===== src/verilog/prthi_pkg.sv =====
// Package of constants and types for the proximity result and threshold interrupt block
package prthi_pkg;

  // ==========================================================
  // Register addresses
  localparam logic [7:0] ADDR_PROX_HIGH = 8'h87;
  localparam logic [7:0] ADDR_PROX_LOW = 8'h88;
  localparam logic [7:0] ADDR_IRQ_CTRL = 8'h89;
  localparam logic [7:0] ADDR_LOWTH_HIGH = 8'h8A;
  localparam logic [7:0] ADDR_LOWTH_LOW = 8'h8B;
  localparam logic [7:0] ADDR_HIGHTH_HIGH = 8'h8C;
  localparam logic [7:0] ADDR_HIGHTH_LOW = 8'h8D;
  localparam logic [7:0] ADDR_IRQ_STATUS = 8'h8E;

  // ==========================================================
  // Interrupt control field positions
  localparam int CTRL_COUNT_LSB = 5;
  localparam int CTRL_PROX_EN_BIT = 3;
  localparam int CTRL_ALS_EN_BIT = 2;
  localparam int CTRL_LIMIT_EN_BIT = 1;
  localparam int CTRL_SRC_SEL_BIT = 0;

  // Interrupt status field positions
  localparam int STAT_PROX_BIT = 3;
  localparam int STAT_ALS_BIT = 2;
  localparam int STAT_FLOOR_BIT = 1;
  localparam int STAT_CEIL_BIT = 0;

  // ==========================================================
  // Reset values
  localparam logic [7:0] RST_CTRL = 8'h00;
  localparam logic [15:0] RST_THRESH = 16'h0000;
  localparam logic [15:0] RST_RESULT = 16'h0000;
  localparam logic [3:0] RST_STATUS = 4'h0;
  localparam logic [7:0] RST_COUNT = 8'h00;

  // ==========================================================
  // Carriers
  typedef struct packed {
    logic wrEn;       // One-cycle write strobe
    logic rdEn;       // One-cycle read strobe
    logic [7:0] addr; // Register address
    logic [7:0] wdata; // Write data
  } prthi_bus_t;

  typedef struct packed {
    logic proxReady;  // Proximity result strobe
    logic alsReady;   // Ambient result strobe
    logic [15:0] proxData; // Proximity result
    logic [15:0] alsData;  // Ambient result
  } prthi_meas_t;

endpackage


===== src/verilog/prthi_top.sv =====
// Proximity result, threshold and interrupt register block
// Functional notes
// [RQ1] Latest proximity reading: upper byte at 87h, lower byte at 88h.
// [RQ2] Upper result register is read-only, bits 15:8, writes ignored.
// [RQ3] Lower result register is read-only, bits 7:0, writes ignored.
// [RQ4] Threshold event after 1..128 consecutive beyond-threshold samples, power-of-two code.
// [RQ5] Count field resets to 000, a single sample qualifies.
// [RQ6] Count code 110 means 64 consecutive samples.
// [RQ7] One select bit applies thresholds to proximity or ambient results.
// [RQ8] Three enables gate proximity ready, ambient ready and threshold interrupts.
// [RQ9] Low threshold 16 bits: upper byte 8Ah, lower byte 8Bh.
// [RQ10] Upper low-threshold register is read/write, bits 15:8.
// [RQ11] Lower low-threshold register is read/write, bits 7:0.
// [RQ12] High threshold 16 bits: upper byte 8Ch, lower byte 8Dh.
// [RQ13] Upper high-threshold register is read/write, bits 15:8.
// [RQ14] Lower high-threshold register is read/write, bits 7:0.
// [RQ15] Above high threshold is a high crossing; below low is a low crossing.
// [RQ16] Status at 8Eh holds four flags: prox ready, als ready, low, high.
// [RQ17] Flags set and hold; host clears by writing one.
// [RQ18] Interrupt pin low while any status flag is set.
`timescale 1ns/1ps
module prthi_top (
  input wire logic mclk,                 // System clock, 100 MHz
  input wire logic rstn,                 // Synchronous reset, active low
  input wire prthi_pkg::prthi_bus_t bus, // Register access from the serial host interface
  input wire prthi_pkg::prthi_meas_t meas, // Measurement results and strobes
  output logic [7:0] rdata,              // Read data, valid the cycle after rdEn
  output logic irqn                      // Interrupt pin, active low
);

  // ==========================================================
  // Storage
  logic [15:0] proxResult;
  logic [15:0] lowThresh;
  logic [15:0] highThresh;
  logic [7:0] irqCtrl;
  logic [3:0] status;
  logic [7:0] countTarget;
  logic [15:0] cmpValue;
  logic cmpStrobe;
  logic floorHit;
  logic ceilHit;
  logic [3:0] setMask;
  logic [3:0] clrMask;
  logic [7:0] next_rdata;
  logic [3:0] next_status;
  logic [3:0] flagEvent;
  logic [3:0] flagEnable;
  logic wrCtrl;
  logic wrStatus;
  logic filterRstn;

  // ==========================================================
  // Write decode for registers whose writes have side effects
  assign wrCtrl = bus.wrEn && (bus.addr == prthi_pkg::ADDR_IRQ_CTRL); // Also restarts the filters
  assign wrStatus = bus.wrEn && (bus.addr == prthi_pkg::ADDR_IRQ_STATUS); // Write-one-to-clear

  // ==========================================================
  // Result capture, host writes never reach it
  always_ff @(posedge mclk) begin
    if (!rstn) begin
      proxResult <= prthi_pkg::RST_RESULT;
    end else if (meas.proxReady) begin
      proxResult <= meas.proxData; // RQ1 RQ2 RQ3
    end
  end

  // ==========================================================
  // Interrupt control register: count code, enables, source select
  always_ff @(posedge mclk) begin
    if (!rstn) begin
      irqCtrl <= prthi_pkg::RST_CTRL; // RQ5
    end else if (wrCtrl) begin
      irqCtrl <= bus.wdata;
    end
  end

  // ==========================================================
  // Threshold registers
  // Low threshold, byte-wide halves written independently
  always_ff @(posedge mclk) begin
    if (!rstn) begin
      lowThresh <= prthi_pkg::RST_THRESH;
    end else if (bus.wrEn && bus.addr == prthi_pkg::ADDR_LOWTH_HIGH) begin
      lowThresh[15:8] <= bus.wdata; // RQ9 RQ10
    end else if (bus.wrEn && bus.addr == prthi_pkg::ADDR_LOWTH_LOW) begin
      lowThresh[7:0] <= bus.wdata; // RQ11
    end
  end

  // High threshold, byte-wide halves written independently
  always_ff @(posedge mclk) begin
    if (!rstn) begin
      highThresh <= prthi_pkg::RST_THRESH;
    end else if (bus.wrEn && bus.addr == prthi_pkg::ADDR_HIGHTH_HIGH) begin
      highThresh[15:8] <= bus.wdata; // RQ12 RQ13
    end else if (bus.wrEn && bus.addr == prthi_pkg::ADDR_HIGHTH_LOW) begin
      highThresh[7:0] <= bus.wdata; // RQ14
    end
  end

  // ==========================================================
  // Threshold comparison
  always_comb begin
    case (irqCtrl[7:prthi_pkg::CTRL_COUNT_LSB])
      3'h0: countTarget = 8'h01; // RQ4
      3'h1: countTarget = 8'h02;
      3'h2: countTarget = 8'h04;
      3'h3: countTarget = 8'h08;
      3'h4: countTarget = 8'h10;
      3'h5: countTarget = 8'h20;
      3'h6: countTarget = 8'h40; // RQ6
      default: countTarget = 8'h80;
    endcase
  end

  // Compared value follows the source select
  assign cmpValue = irqCtrl[prthi_pkg::CTRL_SRC_SEL_BIT] ? meas.alsData : meas.proxData; // RQ7
  // Only the selected path's strobe advances the filters
  assign cmpStrobe = irqCtrl[prthi_pkg::CTRL_SRC_SEL_BIT] ? meas.alsReady : meas.proxReady; // RQ7

  // Runs restart on a control write, so counts gathered under an old
  // source or count code never qualify an event under the new setting
  assign filterRstn = rstn && !wrCtrl;

  // ==========================================================
  // Consecutive-count filters, one per threshold direction
  // Low crossing filter
  prthi_filter floorFilter (
    .mclk(mclk),
    .rstn(filterRstn),
    .sample(cmpStrobe),
    .beyond(cmpValue < lowThresh), // RQ15
    .target(countTarget),
    .hit(floorHit)
  );

  // High crossing filter
  prthi_filter ceilFilter (
    .mclk(mclk),
    .rstn(filterRstn),
    .sample(cmpStrobe),
    .beyond(cmpValue > highThresh), // RQ15
    .target(countTarget),
    .hit(ceilHit)
  );

  // ==========================================================
  // Status flags: which event sets which bit
  always_comb begin
    flagEvent = 4'h0;
    flagEvent[prthi_pkg::STAT_PROX_BIT] = meas.proxReady;
    flagEvent[prthi_pkg::STAT_ALS_BIT] = meas.alsReady;
    flagEvent[prthi_pkg::STAT_FLOOR_BIT] = floorHit;
    flagEvent[prthi_pkg::STAT_CEIL_BIT] = ceilHit;
  end

  // Enable bit that gates each flag
  always_comb begin
    flagEnable = 4'h0;
    flagEnable[prthi_pkg::STAT_PROX_BIT] = irqCtrl[prthi_pkg::CTRL_PROX_EN_BIT];
    flagEnable[prthi_pkg::STAT_ALS_BIT] = irqCtrl[prthi_pkg::CTRL_ALS_EN_BIT];
    flagEnable[prthi_pkg::STAT_FLOOR_BIT] = irqCtrl[prthi_pkg::CTRL_LIMIT_EN_BIT];
    flagEnable[prthi_pkg::STAT_CEIL_BIT] = irqCtrl[prthi_pkg::CTRL_LIMIT_EN_BIT];
  end

  // Disabled sources never set a flag
  assign setMask = flagEvent & flagEnable; // RQ8

  // Writing one to a status bit clears it, zeros leave it alone
  assign clrMask = wrStatus ? bus.wdata[3:0] : 4'h0; // RQ17

  // Per-flag next state, an event in the clearing cycle keeps the flag set
  for (genvar i = 0; i < 4; i++) begin : gFlag
    assign next_status[i] = setMask[i] | (status[i] & ~clrMask[i]); // RQ17
  end

  // Flag register
  always_ff @(posedge mclk) begin
    if (!rstn) begin
      status <= prthi_pkg::RST_STATUS;
    end else begin
      status <= next_status; // RQ16 RQ17
    end
  end

  // Interrupt pin follows the next flag state, so it moves with the flags
  always_ff @(posedge mclk) begin
    if (!rstn) begin
      irqn <= 1'b1;
    end else begin
      irqn <= ~|next_status; // RQ18
    end
  end

  // ==========================================================
  // Read mux
  always_comb begin
    case (bus.addr)
      prthi_pkg::ADDR_PROX_HIGH: next_rdata = proxResult[15:8]; // RQ2
      prthi_pkg::ADDR_PROX_LOW: next_rdata = proxResult[7:0]; // RQ3
      prthi_pkg::ADDR_IRQ_CTRL: next_rdata = irqCtrl;
      prthi_pkg::ADDR_LOWTH_HIGH: next_rdata = lowThresh[15:8]; // RQ10
      prthi_pkg::ADDR_LOWTH_LOW: next_rdata = lowThresh[7:0]; // RQ11
      prthi_pkg::ADDR_HIGHTH_HIGH: next_rdata = highThresh[15:8]; // RQ13
      prthi_pkg::ADDR_HIGHTH_LOW: next_rdata = highThresh[7:0]; // RQ14
      prthi_pkg::ADDR_IRQ_STATUS: next_rdata = {4'h0, status}; // RQ16
      default: next_rdata = 8'h00;
    endcase
  end

  // Read data register, loads only on a read strobe
  always_ff @(posedge mclk) begin
    if (!rstn) begin
      rdata <= 8'h00;
    end else if (bus.rdEn) begin
      rdata <= next_rdata;
    end
  end

endmodule


===== src/verilog/prthi_filter.sv =====
// Consecutive-count filter for one threshold direction
`timescale 1ns/1ps
module prthi_filter (
  input wire logic mclk,         // System clock
  input wire logic rstn,         // Synchronous reset, active low
  input wire logic sample,       // One-cycle measurement strobe
  input wire logic beyond,       // Sample lies beyond the threshold
  input wire logic [7:0] target, // Needed consecutive count
  output logic hit               // One-cycle qualified event
);

  logic [7:0] run;

  // Count consecutive samples beyond the threshold, fire on reaching the target
  always_ff @(posedge mclk) begin
    if (!rstn) begin
      run <= prthi_pkg::RST_COUNT;
      hit <= 1'b0;
    end else begin
      hit <= 1'b0;
      if (sample) begin
        if (!beyond) begin
          run <= prthi_pkg::RST_COUNT;
        end else if (run + 8'h01 >= target) begin
          hit <= 1'b1; // RQ4
          run <= prthi_pkg::RST_COUNT;
        end else begin
          run <= run + 8'h01;
        end
      end
    end
  end

endmodule


===== config.mk =====
export PLATFORM = sky130hd
export DESIGN_NAME = prthi_top
export DESIGN_NICKNAME = d
export VERILOG_FILES = /design/src/verilog/prthi_pkg.sv /design/src/verilog/prthi_top.sv /design/src/verilog/prthi_filter.sv
export SDC_FILE = /design/constraint.sdc
export NUM_CORES = 1
export LEC_CHECK = 0
export BUFFER_PORTS_ARGS = -buffer_cell sky130_fd_sc_hd__buf_2
export CAP_MARGIN = 20
export CORE_MARGIN = 3
export CORE_UTILIZATION = 60
export CTS_BUF_LIST = sky130_fd_sc_hd__clkbuf_4 sky130_fd_sc_hd__clkbuf_8 sky130_fd_sc_hd__clkbuf_16
export DETAILED_ROUTE_END_ITERATION = 8
export PLACE_DENSITY = 0.86
export SYNTH_ARGS = -nofsm -noshare
export SYNTH_HDL_FRONTEND = slang
export SYNTH_SLANG_ARGS = --single-unit

===== constraint.sdc =====
create_clock -name mclk -period 6.7 [get_ports mclk]
set_clock_uncertainty 0.1 [all_clocks]
set_input_delay 0.67 -clock mclk [delete_from_list [all_inputs] [get_ports mclk]]
set_output_delay 0.67 -clock mclk [all_outputs]
set_load 0.02 [all_outputs]

Word-level counts from Yosys, hierarchy flattened
Index checks and enable logic that the tools add are counted.
Cells by class
  equality and inequality tests: 14
  bitwise operators: 15
  add/sub/neg operators: 2
  mux-type cells: 11
  $lt $le $gt $ge: 4
  reduce and logical (&&, ||, !) cells: 15
Operators by type and width (number)
  $eq 8x8->1 const B: 8
  $pmux 8 s8: 1
  $pmux 8 s7: 1
  $mux 8: 4
  $add 8x1->8 const B: 2
  $ge 8x8->1: 2
  $gt 16x16->1: 1
  $lt 16x16->1: 1
  $mux 16: 1
  $eq 3x3->1 const B: 3
  $logic_and 1x1->1: 7
  $eq 3x2->1 const B: 2
  $not 1->1: 6
  $reduce_and 3->1: 2
  $and 1x1->1: 4
  $and 4x4->4: 1
  $mux 4: 1
  $or 1x1->1: 4
  $reduce_and 2->1: 2
  $reduce_or 4->1: 1
  $eq 3x1->1 const B: 1
  $logic_not 3->1: 1
  $mux 1: 3
  $logic_not 1->1: 2
Storage, ports and cells
  output and inout bits: 9
  input port bits: 54
  register bits after elaboration: 87

Logic depth before layout (Yosys ltp)
Gate-level depths: netlist of the first run.
  depth in word-level cells: 8
  mapped depth: 11

Modules after synthesis
Synthesis of the first run repeated with hierarchy kept, for this count alone.
Unflattened totals
  cell total of the unflattened synthesis: 618
  area total of the unflattened synthesis: 5672.9 um^2
By module, submodules not included
  prthi_top: times used 1, cells an instance 466, sequential area each 1381.3 um^2, area an instance 4264.1 um^2
  prthi_filter: times used 2, cells an instance 76, sequential area each 180.2 um^2, area an instance 704.4 um^2

Least setup slack after synthesis of the first run
OpenSTA, ideal clock, no wires.
  path kind: flip-flop to flip-flop
  start point: reg irqCtrl[0]
  end point: reg ceilFilter.run[0]
  stages on the path, launching flop included: 12
  arrival time: 2.722 ns
  slack: 3.809 ns
  setup time: 0.070 ns
  buffers on the path: 3
  clock period less this slack: 2.891 ns
  path through: dfxtp_1 buf_2 buf_1 mux2_2 ha_1 nand4_1 or4_1 a21oi_1 a2111o_1 buf_2 nand4b_1 a21oi_1
Between the ends
  cells in the longest elaborated chain, start to end: 3
  elaborated cells between the ends (all ways): 4
  those cells by class: order compare: 1; mux: 3
RTL lines
  from (decl): RTL line prthi_top.sv:36  | logic [7:0] irqCtrl;
  from (signal assigned): RTL line prthi_top.sv:72  | irqCtrl <= prthi_pkg::RST_CTRL;
  from (signal assigned): RTL line prthi_top.sv:74  | irqCtrl <= bus.wdata;
  $mux 16: RTL line prthi_top.sv:118  | assign cmpValue = irqCtrl[prthi_pkg::CTRL_SRC_SEL_BIT] ? meas.alsData : meas.proxData;
  $gt 16x16->1: RTL line prthi_top.sv:143  | .beyond(cmpValue > highThresh),
  $mux 8: RTL line prthi_filter.sv:22  | if (!beyond) begin
  to (signal assigned): RTL line prthi_filter.sv:23  | run <= prthi_pkg::RST_COUNT;
  to (signal assigned): RTL line prthi_filter.sv:26  | run <= prthi_pkg::RST_COUNT;
  to (signal assigned): RTL line prthi_filter.sv:28  | run <= run + 8'h01;
  to (decl): RTL line prthi_filter.sv:12  | logic [7:0] run;
Parallel ways exist; a longest one is shown, timed or not.
A chain may end at the register's enable or synchronous reset.

Worst setup path in the final report of the first run
Same ends and word-level chain as after synthesis.

==> results of run 1 <==
cell usage after synthesis (all sizes together), types with 3 or more instances:
| cell | instances | area [um2] |
|---|---|---|
| a211oi | 8 | 72.6 |
| a21o | 3 | 22.5 |
| mux2 | 19 | 214 |
| a221oi | 4 | 35.0 |
| nand3b | 3 | 22.5 |
| o21a | 3 | 22.5 |
| mux2i | 67 | 671 |
| nand4 | 14 | 87.6 |
| and3 | 3 | 20.0 |
| nand3 | 11 | 55.1 |
| a22o | 6 | 52.6 |
| a21oi | 27 | 135 |
| or2 | 3 | 18.8 |
| inv | 34 | 128 |
| o2bb2ai | 3 | 26.3 |
| ha | 49 | 613 |
| a221o | 4 | 40.0 |
| a22oi | 12 | 90.1 |
| o21ai | 11 | 55.1 |
| o211ai | 4 | 30.0 |
| nor2b | 11 | 68.8 |
| clkbuf | 13 | 48.8 |
| nor2 | 83 | 312 |
| buf | 15 | 77.6 |
| nor3 | 5 | 25.0 |
| nand2b | 4 | 25.0 |
| and2 | 4 | 26.3 |
| nand2 | 35 | 134 |
| mux4 | 3 | 67.6 |
| dfxtp | 87 | 1740 |
| xnor2 | 5 | 43.8 |
| xor2 | 5 | 43.8 |
flip-flops by register name, summed over array words and instances, names as in the netlist:
signal	count
ceilFilter.hit	1
ceilFilter.run	8
floorFilter.hit	1
floorFilter.run	8
highThresh	16
irqCtrl	8
irqn	1
lowThresh	16
proxResult	16
rdata	8
status	4
tightest hold or removal path: stages, from the launching register on:
cell	delay (ps)
dfxtp_1	320
nand2_1	50
a21oi_1	50
kinds of logic after synthesis:
family | Yosys count | share of synthesized area [%]
mux | 89 | 18.2
compound gates | 95 | 12.8
xor+xnor | 10 | 1.68
fa+ha+maj | 49 | 11.7
simple gates | 186 | 17.4
buf+inv | 62 | 4.86
flops | 87 | 33.3
power by group:
| part | switching (mW) | total (mW) | leakage, nW | internal, mW |
|---|---|---|---|---|
| clock network | 0.186 | 0.428 | 0.107 | 0.242 |
| registers | 0.00422 | 0.527 | 0.704 | 0.523 |
| logic | 0.0606 | 0.102 | 1.63 | 0.0412 |
| total | 0.251 | 1.06 | 2.44 | 0.806 |
routing by layer:
metal	routed length (um)	global-route usage [%]	part of all wire, %
met5	0	0	0
met4	342	11.6	2.6
met3	1160	6.03	8.7
met2	6460	46.0	49
met1	5290	31.9	40
path summary, 6_finish.rpt:
kind / endpoint / slack (ps) / depth (start not counted)
worst min-delay path: ceilFilter.run[7] / 370 / 2
worst max register to register: ceilFilter.run[0] / 3230 / 8
worst max-delay path: ceilFilter.run[0] / 3230 / 8
worst min register to register: ceilFilter.run[7] / 370 / 2
per-stage QoR:
| stage | instances | power [mW] | util [%] |
|---|---|---|---|
| finish | 732 | 1.06 | 69.3 |
| global route | 732 | 1.09 | 69.3 |
| CTS | 732 | 1.06 | 69.3 |
| detailed placement | 719 | 0.639 | 66.6 |
| global placement | 719 | 0.635 | 66.6 |
| floorplan | 578 | 0.600 | - |
area by class of cell:
cell class | count | area, um2 | area share [%]
Inverter | 34 | 128 | 2.21
Clock buffer | 9 | 124 | 2.14
Timing Repair Buffer | 64 | 325 | 5.63
Sequential cell | 87 | 1740 | 30.1
Clock inverter | 4 | 97.6 | 1.69
Tap cell | 105 | 131 | 2.27
Multi-Input combinational cell | 429 | 3230 | 55.9
==> summary.md, run 1 <==
Layout
- dfxtp_1 — leading cell type in the layout, fill and taps excluded
- 653 — fill cell total of the finished layout
- dfxtp_1 (87), nor2_1 (83), mux2i_1 (67) — commonest cells after routing, fill and taps aside
- 5780 um2 — Final Instance Area
- 10.6% — growth of design area from synthesis to finish
- 17.7% — fraction of layout instances using a drive strength above 1
- 728 — final layout net count
- 0 — Antenna diodes

Setup path
- irqCtrl[0] — RR Startpoint
- 19 — largest fanout on the critical path
- 1000 ps — maximum cell stage delay along the critical path
- dfxtp_1 — crit path max-delay cell type
- 6880 ps — data required time at the worst endpoint
- flip-flop — Startpoint Class
- 3650 ps — data arrival time of the critical path
- a21oi_1 — most frequent CP cell
- 0 — buffer and inverter count on the worst path
- flip-flops — Crit path max-delay family
- irqCtrl[0] — origin of the worst setup path
- mux2_2 -> ha_1 -> nand4_1 -> or4_1 -> a21oi_1 -> a2111o_1 -> nand4b_1 -> a21oi_1 — Cell Chain, Critical Path
- flip-flop — kind of end point of the critical path
- flip-flop to flip-flop — type of the setup path with the least slack

Timing
- 32.2% — relative max-transition margin
- 1020 ps — transition time of the tightest slew-check pin
- 0 — final number of setup-violating endpoints
- 0 ps — setup TNS
- false — RSZ-0062 raised after global routing
- 0 — number of max-slew violations in the final report
- 288 MHz — maximum frequency from static timing analysis
- 370 ps — Post-Route Hold Slack
- 3230 ps — post-route worst setup slack
- 51.8% — fin crit share
- 0 — final-report hold violation count
- 3470 ps — final critical-path required period

Placement
- 3320 ps — pre-CTS setup slack
- 9840 um — hpwl dp
- 62 — # port buffers
- 1.06 — Placer Congestion
- 5560 um2 — Placed Instance Area

Synth
- 33.3% — sequential element share of the synthesized area
- 5230 um2 — cell area after technology mapping
- 578 — gate count after technology mapping
- 681 — number of nets in the synthesized netlist
- 0 — number of enable flip-flop cells after synthesis
- dfxtp_1 — Most used DFF post-synth
- 87 — flops & latches, synth
- 0 — number of synthesis warnings
- 9.04 um2 — syn avg cell area
- 55 — number of unique standard cell types used by synthesis
- 0% — fraction of registers with async set/reset

Detailed routing
- 6.12 — drt via density
- 281 — number of design-rule violations left by the first detailed-router iteration
- 4483 — overall via count from detail_route
- 0 — DRC errors left
- 5 — detailed-routing iteration count for the pre-antenna-repair pass
- 0 — final antenna-violating net count
- 18.1 um — wire length per cell after detailed routing
- 13200 um — wire length after detailed routing

Die
- 9870 um2 — area of the die
- 62.7% — initial core utilization
- 63 — IO Count
- 33 — row cnt
- 99.3 um — vertical die dimension
- 99.3 um — width of the die
- 8340 um2 — core area

Global routing
- 26.7% — Global Route Usage Sum
- 0 — remaining global-route overflow
- 38 — pin count of the biggest net entering global routing
- 4435 — number of global-route vias before repair
- 0 — number of antenna violations at the first check in global routing
- 21000 um — first-pass GRT wire length

CTS
- 0 — quantity of gates resized following cts
- 370 ps — Clk Latency, worst-skew pair
- 3 — maximum level of the CTS H-tree
- clkbuf_8 — buffer type at the clock tree root
- 0 — post-CTS setup buffer count
- 80 ps — clock slew at the register clock pins of the worst setup and hold paths
- 2 — CTS Buffer Depth
- 87 — clock tree sinks
- built — TritonCTS clock tree
- 0 — post-cts hold buffer count
- 9 — CTS Buf Count

Power
- 0.0000971 V — maximum ir drop on the vdd rail
- 2.44 nW — static leakage
- 183 nW/um2 — P per Cell Area

Run status
- finished, final reports clean — outcome

Worst hold path
- flip-flop to flip-flop — hold crit path type
- ceilFilter.run[7] — Hold Path Origin

Job
- 0 — Max Cap Viol

Power figures use the tool's default switching activity.
==> inputs of run 2 (changes only) <==
Settings changed: ABC_AREA from default to 1, CORE_UTILIZATION 60 to 53, PLACE_DENSITY 0.86 to 0.8.
Clock period 6.7 ns to 3.02 ns, I/O delays scaled along.
==> summary.md, run 2 <==
Timing
- 372 MHz — maximum frequency from static timing analysis, was 288 MHz
- 330 ps — post-route worst setup slack, was 3230 ps
- 89.1% — fin crit share, was 51.8%
- 2690 ps — final critical-path required period, was 3470 ps
- 0 — number of max-slew violations in the final report, unchanged
- 0 ps — setup TNS, unchanged
- false — RSZ-0062 raised after global routing, unchanged
- 61.0% — relative max-transition margin, was 32.2%
- 0 — final number of setup-violating endpoints, unchanged
- 0 — final-report hold violation count, unchanged
- 583 ps — transition time of the tightest slew-check pin, was 1020 ps

Detailed routing
- 7 — detailed-routing iteration count for the pre-antenna-repair pass, was 5
- 5.69 — drt via density, was 6.12
- 5428 — overall via count from detail_route, was 4483
- 0 — final antenna-violating net count, unchanged
- 497 — number of design-rule violations left by the first detailed-router iteration, was 281
- 0 — DRC errors left, unchanged
- 16.0 um — wire length per cell after detailed routing, was 18.1 um
- 15200 um — wire length after detailed routing, was 13200 um

Global routing
- 0 — number of antenna violations at the first check in global routing, unchanged
- 33 — pin count of the biggest net entering global routing, was 38
- 24800 um — first-pass GRT wire length, was 21000 um
- 0 — remaining global-route overflow, unchanged
- 27.4% — Global Route Usage Sum, was 26.7%
- 5188 — number of global-route vias before repair, was 4435

Setup path
- 12 — number of cells on the worst reg-to-reg path, was 8
- flip-flop — Startpoint Class, unchanged
- 2900 ps — data arrival time of the critical path, was 3650 ps
- inv_1 -> nor2_1 -> nand4_1 -> nor2_1 -> xor2_1 -> ha_1 -> a21oi_1 -> o21a_1 -> nand2_1 -> a21oi_2 -> nand4_1 -> a21oi_1 — Cell Chain, Critical Path, was mux2_2 -> ha_1 -> nand4_1 -> or4_1 -> a21oi_1 -> a2111o_1 -> nand4b_1 -> a21oi_1
- 9 — largest fanout on the critical path, was 19
- flip-flop — kind of end point of the critical path, unchanged
- 3230 ps — data required time at the worst endpoint, was 6880 ps
- flip-flop to flip-flop — type of the setup path with the least slack, unchanged
- 380 ps — maximum cell stage delay along the critical path, was 1000 ps
- dfxtp_1 — crit path max-delay cell type, unchanged

Synth
- 5340 um2 — cell area after technology mapping, was 5230 um2
- 42 — number of unique standard cell types used by synthesis, was 55
- 0% — fraction of registers with async set/reset, unchanged
- nand2_1 — most repeated cell in the gate-level netlist after synthesis, was dfxtp_1
- 7.02 um2 — syn avg cell area, was 9.04 um2
- 761 — gate count after technology mapping, was 578
- 32.6% — Yosys top cell area share, was 33.3%
- 864 — number of nets in the synthesized netlist, was 681
- 0 — number of synthesis warnings, unchanged
- 87 — flops & latches, synth, unchanged
- nand2_1 (154), dfxtp_1 (87), o21ai_0 (81) — most frequent cells after synthesis, was dfxtp_1 (87), nor2_1 (83), mux2i_1 (67)
- 0 — number of enable flip-flop cells after synthesis, unchanged
- dfxtp_1 — cell type with the highest aggregate area in the netlist, unchanged
- dfxtp_1 (33%), ha_1 (11%), nand2_1 (11%) — ranking of synthesized cells by area, was dfxtp_1 (33%), mux2i_1 (13%), ha_1 (12%)
- 32.6% — sequential element share of the synthesized area, was 33.3%
- dfxtp_1 — Most used DFF post-synth, unchanged

Power
- 396 nW/um2 — P per Cell Area, was 183 nW/um2
- 2.55 nW — static leakage, was 2.44 nW
- 2.36 mW — Power, Total, was 1.06 mW
- 0.000273 V — maximum ir drop on the vdd rail, was 0.0000971 V

Layout
- 14.4% — fraction of layout instances using a drive strength above 1, was 17.7%
- 899 — fill cell total of the finished layout, was 653
- nand2_1 — leading cell type in the layout, fill and taps excluded, was dfxtp_1
- 954 — final non-filler cell total, was 732
- 919 — final layout net count, was 728
- 0 — Antenna diodes, unchanged
- highThresh (16), lowThresh (16), proxResult (16) — largest registers in the final layout, unchanged
- 11.4% — growth of design area from synthesis to finish, was 10.6%
- nand2_1 (154), dfxtp_1 (87), o21ai_0 (81) — commonest cells after routing, fill and taps aside, was dfxtp_1 (87), nor2_1 (83), mux2i_1 (67)
- 5950 um2 — Final Instance Area, was 5780 um2

Worst hold path
- 3 — number of instances on the worst hold path, was 2
- input port to flip-flop — hold crit path type, was flip-flop to flip-flop

CTS
- 2 — CTS Buffer Depth, unchanged
- 87 — clock tree sinks, unchanged
- 370 ps — Clk Latency, worst-skew pair, about the same
- built — TritonCTS clock tree, unchanged
- 3 — maximum level of the CTS H-tree, unchanged
- 90 ps — clock slew at the register clock pins of the worst setup and hold paths, was 80 ps
- 0 — post-CTS setup buffer count, unchanged
- 0 — post-cts hold buffer count, unchanged
- clkbuf_8 — buffer type at the clock tree root, unchanged
- 0 — quantity of gates resized following cts, unchanged
- 9 — CTS Buf Count, unchanged

Placement
- 62 — # port buffers, unchanged
- 394 ps — pre-CTS setup slack, was 3320 ps
- 938 — placed cells, was 719
- 11700 um — hpwl dp, was 9840 um
- 0.946 — Placer Congestion, was 1.06
- 5720 um2 — Placed Instance Area, was 5560 um2

Die
- 63 — IO Count, unchanged
- 106 um — vertical die dimension, was 99.3 um
- 9770 um2 — core area, was 8340 um2
- 106 um — width of the die, was 99.3 um
- 36 — row cnt, was 33
- 11300 um2 — area of the die, was 9870 um2
- 54.7% — initial core utilization, was 62.7%

Job
- 0 — Max Cap Viol, unchanged

Run status
- finished, final reports clean — outcome, unchanged

[run 2: cell count changes after synthesis, sizes merged, moves of 11 or more]
cell	change
nor2b	-11
nand2	+124
mux2	-19
nand3	+32
inv	+54
mux2i	-67
o21ai	+76
a21oi	+58
a22oi	-12
[run 2: layout make-up]
| type | instances | area (um2) | area share (%) |
|---|---|---|---|
| Multi-Input combinational cell | 560 | 3130 | 52.5 |
| Clock buffer | 10 | 138 | 2.31 |
| Tap cell | 133 | 166 | 2.79 |
| Sequential cell | 87 | 1740 | 29.2 |
| Inverter | 91 | 343 | 5.76 |
| Timing Repair Buffer | 67 | 348 | 5.84 |
| Clock inverter | 6 | 92.6 | 1.55 |
[run 2: path summary, 6_finish.rpt]
check | from | slack, ps | endpoint
setup reg to reg | ceilFilter.run[0] | 330 | ceilFilter.run[7]
setup / recovery | ceilFilter.run[0] | 330 | ceilFilter.run[7]
hold / removal | meas[23] | 80 | proxResult[7]
hold reg to reg | proxResult[13] | 360 | proxResult[13]
[run 2: layer usage]
layer | GRT usage, % | part of all wire (%) | vias up
li1 | - | - | 2660
met1 | 35.3 | 43 | 2457
met2 | 44.0 | 46 | 257
met3 | 4.37 | 7.2 | 54
met4 | 14.8 | 4.2 | 0
met5 | 0 | 0 | -
[run 2: cell families (layout without fill, tap and decap cells)]
logic type	Yosys count	in the layout	synth area share, %
buffers and inverters	114	174	8.92
xor gates and xnor gates	9	9	1.48
and+or+nand+nor	317	317	27.2
AOI/OAI and AO/OA	185	185	18.3
DFF	87	87	32.6
adders and majority gates	49	49	11.5
[run 2: critical path: cells and delay by family (launching register included)]
family	cells	cell delay, ps
AOI/OAI and AO/OA	4	820
xor gates and xnor gates	1	230
adders and majority gates	1	290
buffers and inverters	1	80
DFF	1	380
and+or+nand+nor	5	730
[run 2: stage by stage]
| step | hold slack [ps] | util (%) |
|---|---|---|
| after floorplan | 325 | - |
| after global placement | 341 | 58.6 |
| after detailed placement | 344 | 58.6 |
| after CTS | 70.0 | 60.9 |
| after global routing | 98.4 | 60.9 |
| final | 81.3 | 60.9 |
[run 2: power breakdown]
part	internal, mW	switching, mW	total [mW]	leakage, nW
Combinational	0.0805	0.162	0.242	1.74
Sequential	1.16	0.00667	1.17	0.705
Clock	0.493	0.453	0.946	0.109
Total	1.74	0.622	2.36	2.55
==> inputs of run 3 (changes only) <==
Settings changed: RECOVER_POWER from default to 25.
==> summary.md, run 3 (synthesis results as in run 2) <==
Run status
- finished, final reports clean — outcome, unchanged

Global routing
- 24800 um — first-pass GRT wire length, unchanged
- 0 — remaining global-route overflow, unchanged
- 33 — pin count of the biggest net entering global routing, unchanged
- 5188 — number of global-route vias before repair, unchanged
- 27.4% — Global Route Usage Sum, unchanged
- 0 — number of antenna violations at the first check in global routing, unchanged

Layout
- 60.9% — core occupancy in the finished layout, about the same
- nand2_1 — leading cell type in the layout, fill and taps excluded, unchanged
- 0 — Antenna diodes, unchanged
- 1740 um2 — sequential cell area, unchanged
- 5950 um2 — Final Instance Area, about the same
- 901 — fill cell total of the finished layout, was 899
- 14.0% — fraction of layout instances using a drive strength above 1, was 14.4%
- 919 — final layout net count, unchanged
- nand2_1 (154), dfxtp_1 (87), o21ai_0 (81) — commonest cells after routing, fill and taps aside, unchanged
- 954 — final non-filler cell total, unchanged
- highThresh (16), lowThresh (16), proxResult (16) — largest registers in the final layout, unchanged
- 3130 um2 — Multi-input gate area, unchanged
- 11.3% — growth of design area from synthesis to finish, was 11.4%

Setup path
- 12 — number of cells on the worst reg-to-reg path, unchanged
- 9 — largest fanout on the critical path, unchanged
- flip-flop — kind of end point of the critical path, unchanged
- 2890 ps — data arrival time of the critical path, was 2900 ps
- flip-flop to flip-flop — type of the setup path with the least slack, unchanged
- 3230 ps — data required time at the worst endpoint, about the same
- flip-flop — Startpoint Class, unchanged

Timing
- 341 ps — post-route worst setup slack, was 330 ps
- 0 — final-report hold violation count, unchanged
- false — RSZ-0062 raised after global routing, unchanged
- 373 MHz — maximum frequency from static timing analysis, was 372 MHz
- 1270 ps — transition time of the tightest slew-check pin, was 583 ps
- 0 — final number of setup-violating endpoints, unchanged
- 0 — number of max-slew violations in the final report, unchanged
- 15.4% — relative max-transition margin, was 61.0%
- 82.9 ps — Post-Route Hold Slack, was 81.3 ps
- 2680 ps — final critical-path required period, was 2690 ps
- 0 ps — setup TNS, unchanged
- 88.7% — fin crit share, was 89.1%

Placement
- 938 — placed cells, unchanged
- 0.946 — Placer Congestion, unchanged
- 394 ps — pre-CTS setup slack, unchanged
- 5720 um2 — Placed Instance Area, unchanged
- 11700 um — hpwl dp, unchanged
- 62 — # port buffers, unchanged

CTS
- clkbuf_8 — buffer type at the clock tree root, unchanged
- 9 — CTS Buf Count, unchanged
- 90 ps — clock slew at the register clock pins of the worst setup and hold paths, about the same
- 87 — clock tree sinks, unchanged
- 0 — quantity of gates resized following cts, unchanged
- 370 ps — Clk Latency, worst-skew pair, about the same
- 2 — CTS Buffer Depth, unchanged
- 0 — post-CTS setup buffer count, unchanged
- built — TritonCTS clock tree, unchanged
- 0 — post-cts hold buffer count, unchanged
- 3 — maximum level of the CTS H-tree, unchanged

Detailed routing
- 5.64 — drt via density, was 5.69
- 16.0 um — wire length per cell after detailed routing, about the same
- 497 — number of design-rule violations left by the first detailed-router iteration, unchanged
- 15200 um — wire length after detailed routing, about the same
- 0 — final antenna-violating net count, unchanged
- 0 — DRC errors left, unchanged
- 5378 — overall via count from detail_route, was 5428
- 5 — detailed-routing iteration count for the pre-antenna-repair pass, was 7

Power
- 0.000276 V — maximum ir drop on the vdd rail, was 0.000273 V
- 2.36 mW — Power, Total, about the same
- 2.54 nW — static leakage, was 2.55 nW
- 397 nW/um2 — P per Cell Area, was 396 nW/um2

Die
- 54.7% — initial core utilization, unchanged
- 9770 um2 — core area, unchanged
- 106 um — width of the die, unchanged
- 11300 um2 — area of the die, unchanged
- 36 — row cnt, unchanged
- 63 — IO Count, unchanged
- 106 um — vertical die dimension, unchanged

Worst hold path
- input port to flip-flop — hold crit path type, unchanged
- 3 — number of instances on the worst hold path, unchanged

Job
- 0 — Max Cap Viol, unchanged

==> run 3: cell types whose count changed in the layout (fill, tap and decap cells not counted), sizes merged <==
cell,previous run,this run
buf,67,64
clkbuf,10,13
==> run 3: metal layers <==
layer  global-route usage, %  wire [um]
met2                    44.0       6900
met5                       0          0
met4                    14.8        702
met1                    35.3       6590
met3                    4.37       1040
==> run 3: critical path: stages (launching register included) <==
cell and delay (ps):
dfxtp_1 380, inv_1 80, nor2_1 210, nand4_1 150, nor2_1 150, xor2_1 230
ha_1 290, a21oi_1 180, o21a_1 140, nand2_1 60, a21oi_2 340, nand4_1 160
a21oi_1 150
==> run 3: worst paths after layout <==
| check | endpoint | startpoint | slack, ps |
|---|---|---|---|
| worst max-delay path | ceilFilter.run[7] | ceilFilter.run[0] | 340 |
| worst min-delay path | proxResult[3] | meas[19] | 80 |
| worst max register to register | ceilFilter.run[7] | ceilFilter.run[0] | 340 |
| worst min register to register | proxResult[13] | proxResult[13] | 360 |
==> run 3: report_power, final <==
part / switching (mW) / internal (mW)
logic: 0.162 / 0.0803
registers: 0.00668 / 1.16
clock network: 0.455 / 0.493
==> run 3: area by class of cell <==
class	count	share of cell area, %
Multi-Input combinational cell	560	52.5
Sequential cell	87	29.3
Inverter	91	5.76
Timing Repair Buffer	67	5.74
Tap cell	133	2.80
Clock buffer	10	2.31
Clock inverter	6	1.56
